File: src/common/refresh_sleep_pkg.sv
/*
 * Constants for the refresh/sleep configuration register and the
 * strobe and bus-state control of the octal self-refresh memory.
 * Assumes one 200 MHz core clock.
 */
package refresh_sleep_pkg;
  // register layout
  localparam int RSV_MSB   = 15;
  localparam int RSV_LSB   = 8;
  localparam int BURST_BIT = 7;
  localparam int CLK_BIT   = 6;
  localparam int SLEEP_BIT = 5;
  localparam int PAR_MSB   = 4;
  localparam int PAR_LSB   = 2;
  localparam int RI_MSB    = 1;
  localparam int RI_LSB    = 0;
  localparam logic [7:0] RSV_ONES      = 8'hFF;
  localparam logic       BURST_DEFAULT = 1'b1;
  localparam logic       CLK_DEFAULT   = 1'b1;
  localparam logic       SLEEP_DEFAULT = 1'b0;
  localparam logic [2:0] PAR_FULL      = 3'h0;
  localparam logic [2:0] PAR_NONE      = 3'h4;
  localparam logic [1:0] RI_4US        = 2'h1;
  localparam logic [1:0] RI_1US        = 2'h2;
  // timing
  localparam int CLK_PERIOD_PS   = 5000;
  localparam int INTERVAL_4US_NS = 4000;
  localparam int INTERVAL_1US_NS = 1000;
  localparam int INTERVAL_4US_CYC =
    (INTERVAL_4US_NS * 1000) / CLK_PERIOD_PS;
  localparam int INTERVAL_1US_CYC =
    (INTERVAL_1US_NS * 1000) / CLK_PERIOD_PS;
  localparam int REFRESH_OP_CYC = 8;
endpackage : refresh_sleep_pkg

File: src/rtl/refresh_sleep_config_and_bus_states.sv
/*
 * Refresh/sleep configuration register, self-refresh arbitration and
 * strobe/data-bus ownership during the start of each transaction.
 * Assumes a transaction decoder on ref_clk reports the phases and
 * register writes; pins arrive asynchronous and are synchronised here.
 */
`timescale 1ns/1ps
// How it works
// - bit 7 one gives linear bursts (default), zero gives wrapped.
// - bit 6 one gives single-ended clock (default), zero differential.
// - single-ended mode ignores the complementary clock input entirely.
// - writing one to bit 5 enters hybrid sleep; resets to zero.
// - falling chip select in sleep exits and clears bit 5.
// - power-on or hardware reset ends sleep and disables refresh.
// - bits 4:2 restrict self-refresh region; 100 means no refresh.
// - bits 1:0 read-only interval code, 01 is 4 us, 10 is 1 us.
// - refresh starts only when no read or write is active.
// - access starting before refresh completes drives strobe high in CA.
// - read latency keeps data high-Z and strobe driven low.
// - write latency leaves data and strobe undriven by both ends.
// - strobe driven every CA; zero-latency writes then release it.
// - zero-latency writes use no mask; every byte is written.
// - strobe high in CA means two initial latency periods.
module refresh_sleep_config_and_bus_states
  import refresh_sleep_pkg::*;
#(
  parameter bit HOT_GRADE   = 1'b0,
  parameter int REFRESH_CYC = refresh_sleep_pkg::REFRESH_OP_CYC
)(
  // core clock and reset
  input  wire logic        ref_clk,
  input  wire logic        sys_rst,
  // memory pins (asynchronous)
  input  wire logic        chipSelectN,
  input  wire logic        hwResetN,
  input  wire logic        linkClk,
  input  wire logic        clock_complement,
  input  wire logic        rwdsIn,
  // strobe and data bus control
  output logic             rwdsOut,
  output logic             rwdsOe,
  output logic             dqRelease,
  // transaction phases from the decoder
  input  wire logic        command_address_phase,
  input  wire logic        readLatency,
  input  wire logic        writeLatency,
  input  wire logic        zeroLatWrite,
  input  wire logic        accessActive,
  input  wire logic        regWrite,
  input  wire logic [15:0] regWdata,
  // status and configuration out
  output logic [15:0]      refresh_sleep_config,
  output logic             linkEdge,
  output logic             byteMask,
  output logic             hybrid_sleep,
  output logic             refreshBusy,
  output logic             twoLatency
);
  import refresh_sleep_pkg::*;

  localparam int INTERVAL_CYC =
    HOT_GRADE ? INTERVAL_1US_CYC : INTERVAL_4US_CYC;
  localparam logic [1:0] RI_CODE = HOT_GRADE ? RI_1US : RI_4US;
  localparam int CW = $clog2(INTERVAL_4US_CYC + 1);

  // refresh must fit the counter and the shorter interval
  if (REFRESH_CYC < 1 || REFRESH_CYC >= INTERVAL_1US_CYC)
  begin : g_bad_refresh
    $error("REFRESH_CYC out of range");
  end

  // two-flop synchronisers for pins
  logic [4:0] syncA_reg;
  logic [4:0] syncB_reg;
  always_ff @(posedge ref_clk) begin
    syncA_reg <= {rwdsIn, clock_complement, linkClk, hwResetN,
                  chipSelectN};
    syncB_reg <= syncA_reg;
  end
  wire csN  = syncB_reg[0];
  wire hwRn = syncB_reg[1];
  wire ckT  = syncB_reg[2];
  wire ckC  = syncB_reg[3];
  wire rwdsS = syncB_reg[4];

  logic csPrev_reg;
  logic ckPrev_reg;
  logic burstLin_reg;
  logic clkSingle_reg;
  logic sleep_reg;
  logic [2:0] region_reg;
  logic refreshOn_reg;
  logic [CW-1:0] interval_reg;
  logic pending_reg;
  logic [7:0] opCnt_reg;
  logic extra_reg;

  wire csFall = csPrev_reg & ~csN;
  wire anyReset = sys_rst | ~hwRn;

  wire ckLevel = clkSingle_reg ? ckT : (ckT & ~ckC);

  always_ff @(posedge ref_clk) begin
    csPrev_reg <= anyReset ? 1'b1 : csN;
    ckPrev_reg <= anyReset ? 1'b0 : ckLevel;
    linkEdge   <= anyReset ? 1'b0 : (ckLevel & ~ckPrev_reg);
  end

  // configuration fields
  always_ff @(posedge ref_clk) begin
    if (anyReset)
    begin
      burstLin_reg  <= BURST_DEFAULT;
      clkSingle_reg <= CLK_DEFAULT;
      region_reg    <= PAR_FULL;
    end
    else if (regWrite)
    begin
      burstLin_reg  <= regWdata[BURST_BIT];
      clkSingle_reg <= regWdata[CLK_BIT];
      region_reg    <= regWdata[PAR_MSB:PAR_LSB];
    end
  end

  // hybrid sleep: write sets, chip select fall clears, set wins
  always_ff @(posedge ref_clk) begin
    if (anyReset)
      sleep_reg <= SLEEP_DEFAULT;
    else if (regWrite && regWdata[SLEEP_BIT])
      sleep_reg <= 1'b1;
    else if (csFall)
      sleep_reg <= 1'b0;
  end

  // refresh off after reset until next selection
  always_ff @(posedge ref_clk) begin
    if (anyReset)
      refreshOn_reg <= 1'b0;
    else if (csFall)
      refreshOn_reg <= 1'b1;
  end

  // refresh interval timer and request
  wire intervalDone = (interval_reg == CW'(INTERVAL_CYC - 1));
  wire regionOn = refreshOn_reg && (region_reg != PAR_NONE);
  wire opRunning = (opCnt_reg != 8'h00);
  wire opStart = pending_reg && !accessActive && !opRunning;

  always_ff @(posedge ref_clk) begin
    if (anyReset || intervalDone)
      interval_reg <= '0;
    else
      interval_reg <= interval_reg + CW'(1);
  end

  always_ff @(posedge ref_clk) begin
    if (anyReset)
      pending_reg <= 1'b0;
    else if (intervalDone && regionOn)
      pending_reg <= 1'b1;
    else if (opStart)
      pending_reg <= 1'b0;
  end

  always_ff @(posedge ref_clk) begin
    if (anyReset)
      opCnt_reg <= 8'h00;
    else if (opStart)
      opCnt_reg <= 8'(REFRESH_CYC);
    else if (opRunning)
      opCnt_reg <= opCnt_reg - 8'h01;
  end

  // latch refresh clash at access start
  always_ff @(posedge ref_clk) begin
    if (anyReset || csN)
      extra_reg <= 1'b0;
    else if (csFall)
      extra_reg <= pending_reg | opRunning;
  end

  // strobe and data ownership per interface state
  wire rwdsDrive = !csN && (command_address_phase || readLatency);
  // strobe reports latency in every CA
  wire rwdsLevel = command_address_phase ? extra_reg : 1'b0;
  wire dqFree = csN || command_address_phase || readLatency ||
                writeLatency;
  wire maskNow = !csN && !zeroLatWrite && rwdsS;

  always_ff @(posedge ref_clk) begin
    if (anyReset)
    begin
      rwdsOe    <= 1'b0;
      rwdsOut   <= 1'b0;
      dqRelease <= 1'b1;
      byteMask  <= 1'b0;
    end
    else
    begin
      rwdsOe    <= rwdsDrive;
      rwdsOut   <= rwdsDrive & rwdsLevel;
      dqRelease <= dqFree;
      byteMask  <= maskNow;
    end
  end

  // status outputs and read-back image
  always_ff @(posedge ref_clk) begin
    if (anyReset)
    begin
      hybrid_sleep <= SLEEP_DEFAULT;
      refreshBusy  <= 1'b0;
      twoLatency   <= 1'b0;
      refresh_sleep_config <= {RSV_ONES, BURST_DEFAULT, CLK_DEFAULT,
                               SLEEP_DEFAULT, PAR_FULL, RI_CODE};
    end
    else
    begin
      hybrid_sleep <= sleep_reg;
      refreshBusy  <= opRunning;
      twoLatency   <= extra_reg;
      refresh_sleep_config <= {RSV_ONES, burstLin_reg, clkSingle_reg,
                               sleep_reg, region_reg, RI_CODE};
    end
  end
endmodule : refresh_sleep_config_and_bus_states

File: config.mk
export PLATFORM = sky130hd
export DESIGN_NAME = refresh_sleep_config_and_bus_states
export DESIGN_NICKNAME = d
export VERILOG_FILES = /design/src/common/refresh_sleep_pkg.sv /design/src/rtl/refresh_sleep_config_and_bus_states.sv
export SDC_FILE = /design/constraint.sdc
export NUM_CORES = 1
export LEC_CHECK = 0
export BUFFER_PORTS_ARGS = -buffer_cell sky130_fd_sc_hd__buf_2
export CAP_MARGIN = 5
export CORE_MARGIN = 3
export CORE_UTILIZATION = 50
export DETAILED_ROUTE_END_ITERATION = 12
export PLACE_DENSITY = 0.89
export SYNTH_ARGS = -nofsm -noshare
export SYNTH_HDL_FRONTEND = slang
export SYNTH_SLANG_ARGS = --single-unit
File: constraint.sdc
create_clock -name ref_clk -period 1.4 [get_ports ref_clk]
set_input_delay 0.07 -clock ref_clk [delete_from_list [all_inputs] [get_ports ref_clk]]
set_output_delay 0.07 -clock ref_clk [all_outputs]
set_load 0.02 [all_outputs]
==> impl_results.md <==
* Outcome: finished clean
* Insertion delay to the later sink of the worst-skew pair at 300 ps
* Prevailing post-synth register cell: sky130_fd_sc_hd__dfxtp_1
* Via/cell ratio at 4.712
* CP arrival at 1570 ps
* Launch instance of the worst min-delay path: regWdata[6]
* Total gr overflow at 0
* Synthesized cell area at 1848 µm²
* Placement row count at 21
* Effective utilization at floorplan at 0.5369
* Post-route cell area at 2255 µm²
* Endpoints failing hold at 0
* Post-route non-filler standard cell count at 278
* Wire length of the first global-routing pass at 5112 µm
* Worst setup path class: flip-flop to flip-flop
* Iteration-0 DRC count of the detailed router at 55
* Total die area at 4462 µm²
* Hold Path Stages at 3
* Maximum frequency from static timing analysis at 756.9 MHz
* Most area-hungry cell type in the Yosys netlist: sky130_fd_sc_hd__dfxtp_1
* Worst path buffer plus inverter count at 0
* H-tree Lvls at 2
* Diodes inserted at 0
* Shortest clock period the worst path allows after layout at 1321 ps
* Hold Path End: clkSingle_reg
* Sequential-to-total area share from yosys stat at 0.5633
* CORE AREA at 3442 µm²
* Share of synthesized flip-flops with an asynchronous set or reset at 0
* Final setup margin at 78.91 ps
* Root Buffer: sky130_fd_sc_hd__clkbuf_8
* Hold WC Path Type: input port to flip-flop
* Unique masters post-synth at 33
* Delay of the slowest critical-path stage at 360 ps
* Power per Cell Area at 1123 nW/µm²
* Fill cell instance count of the final layout at 265
* Setup TNS at 0 ps
* Signed area change from the synthesized netlist to the final layout at 22.00%
* Number of instances in the synthesized netlist at 182
* Number of flops mapped to enable cells by yosys at 0
* Wirelength, routed at 3209 µm
* Worst EP required at 1640 ps
* Wirelength per Cell at 11.54 µm
* Clock-pin slew reported for the worst setup and hold paths after clock tree synthesis at 90 ps
* Maxcap violations at 0
* Pin count of the biggest net entering global routing at 16
* Max-slew violation total from the final report at 0
* Number of endpoints failing setup at the final stage at 0
* Critical-path cell with the highest stage delay: sky130_fd_sc_hd__dfxtp_2
* ANT nets after route at 0
* Leading post-synthesis cells by instance count: 52 x sky130_fd_sc_hd__dfxtp_1, 29 x sky130_fd_sc_hd__nor2_1, 15 x sky130_fd_sc_hd__nand2_1
* Max FFs per register at 10
* Total via count in the routed design at 1310
* Remaining DRCs at 0
* I/O pins at 53
* Synth Area per Inst at 10.15 µm²
* Largest fanout of any net on the critical path at 6
* Capture instance of the worst register-to-register path: opCnt_reg[0]
* Layout cells sized above 1 at 0.2328
* Final weighted congestion in routability-driven placement at 0.7449
* Cells after DPL at 258
* Antenna violations before repair at 0
* Worst Reg2Reg Path Length in Cells at 4
* Crit path max-delay family: simple AND/OR/NAND/NOR gates
* Setup slack at placement at 69.87 ps
* Vias in the first global route at 1164
* Count of input and output buffers at 32
* Final Power at 2.532 mW
* Critical path endpoint category: flip-flop
* Top cells by area, synth: sky130_fd_sc_hd__dfxtp_1 56%, sky130_fd_sc_hd__nor2_1 5.9%, sky130_fd_sc_hd__buf_4 4.5%, sky130_fd_sc_hd__xor2_1 3.8%, sky130_fd_sc_hd__mux2i_1 3.2%
* Total cell area at the placement stage at 2032 µm²
* Leakage power at 1.037 nW
* Type of origin of the critical path: flip-flop
* Critical R2R Launch: opCnt_reg[3]
* Die width at 66.80 µm
* Cell with the most instances after synthesis: sky130_fd_sc_hd__dfxtp_1
* Max Buffers Root-to-Sink at 2
* CTS buffer count at 5
* Global Route Usage Sum at 0.1547
* Synthesis-stage register bit count at 52
* Unrepaired setup endpoints after global routing: no
* Ordered list of cells on the worst path: nor4_4, nand3_4, mux2_4, nor2_2
* VDD IR-drop max at 0.7793 mV
* Post-DP HPWL at 2108 µm
* Initial DRT Pass Iterations at 4
* Count of warnings emitted by yosys at 0
* Final period utilization at 0.9436
* Final Net Count at 263
* End-of-flow core utilization at 0.6550
* TritonCTS clock tree: yes
* Share of the synthesized area in the top cell type at 0.5633
* TritonCTS sink count at 52
* Final hold slack at 6.559 ps
* Final Skew at 10.22 ps
* Overall die height at 66.80 µm
* R2R setup slack at 80 ps
-- how the worst max path moves through the flow --
stage / startpoint / end / slack (ps) / cells past startpoint
floorplan: opCnt_reg[2] / opCnt_reg[0] / 140 / 4
global placement: opCnt_reg[2] / opCnt_reg[1] / 90 / 4
detailed placement: interval_reg[1] / interval_reg[3] / 70 / 5
CTS: interval_reg[1] / interval_reg[3] / 30 / 5
global route: opCnt_reg[3] / opCnt_reg[0] / 20 / 4
finish: opCnt_reg[3] / opCnt_reg[0] / 80 / 4
-- placed cells by master, fill, tap and decap left out, types with 5 or more instances in the layout --
cell type	count
sky130_fd_sc_hd__clkbuf_8	6
sky130_fd_sc_hd__buf_2	32
sky130_fd_sc_hd__conb_1	10
sky130_fd_sc_hd__and2_1	5
sky130_fd_sc_hd__dfxtp_1	51
sky130_fd_sc_hd__nand3_1	5
sky130_fd_sc_hd__xnor2_1	5
sky130_fd_sc_hd__inv_1	5
sky130_fd_sc_hd__nand2_1	14
sky130_fd_sc_hd__mux2i_1	6
sky130_fd_sc_hd__nor2_1	29
sky130_fd_sc_hd__buf_4	5
sky130_fd_sc_hd__nand2b_1	7
sky130_fd_sc_hd__xor2_1	8
sky130_fd_sc_hd__dlygate4sd3_1	11
-- cell type report --
type                            count  area (µm²)  share of cell area
Clock inverter                      1       7.507            0.003330
Tap cell                           46       57.56             0.02553
Sequential cell                    52        1042              0.4623
Clock buffer                        7       86.33             0.03829
Multi-Input combinational cell    119       734.5              0.3257
Timing Repair Buffer               48       307.8              0.1365
Inverter                            5       18.77            0.008324
-- cells by family after synthesis --
group	count (synthesis)	share of synthesized area
DFF	52	0.5633
xor gates and xnor gates	13	0.06161
other	2	0.004064
and+or+nand+nor	78	0.2167
muxes	8	0.04875
adders and majority gates	3	0.02031
AOI/OAI and AO/OA	7	0.02438
buffers and inverters	19	0.06094
-- where the power goes --
part / switching [mW] / leakage (nW) / internal (mW) / total [mW]
Clock: 0.459 / 0.0445 / 0.402 / 0.861
Sequential: 0.0122 / 0.425 / 1.51 / 1.52
Combinational: 0.0805 / 0.567 / 0.0672 / 0.148
-- metal layers --
layer  share of wire  vias to the layer above  routed length [µm]  track usage
met5               0                        -                   0            0
met4           0.028                        0                  91      0.09391
met3           0.057                        9                 182      0.05059
met2            0.49                       40                1572       0.2500
met1            0.42                      599                1362       0.1756
li1                -                      662                   -            -
-- worst register-to-register path: cells and delay by family, from the launching register on --
kind / cells / cell delay (ps)
multiplexers: 1 / 320
AND/OR/NAND/NOR: 3 / 580
flip-flops: 1 / 360
-- timing repair --
item                                    in CTS  in global routing
setup buffers                                0                  1
gates resized for setup                      0                  4
endpoints found under the setup margin       0                 11
endpoints found under the hold margin       10                  0
hold buffers                                11                  0
Power figures use the tool's default switching activity.
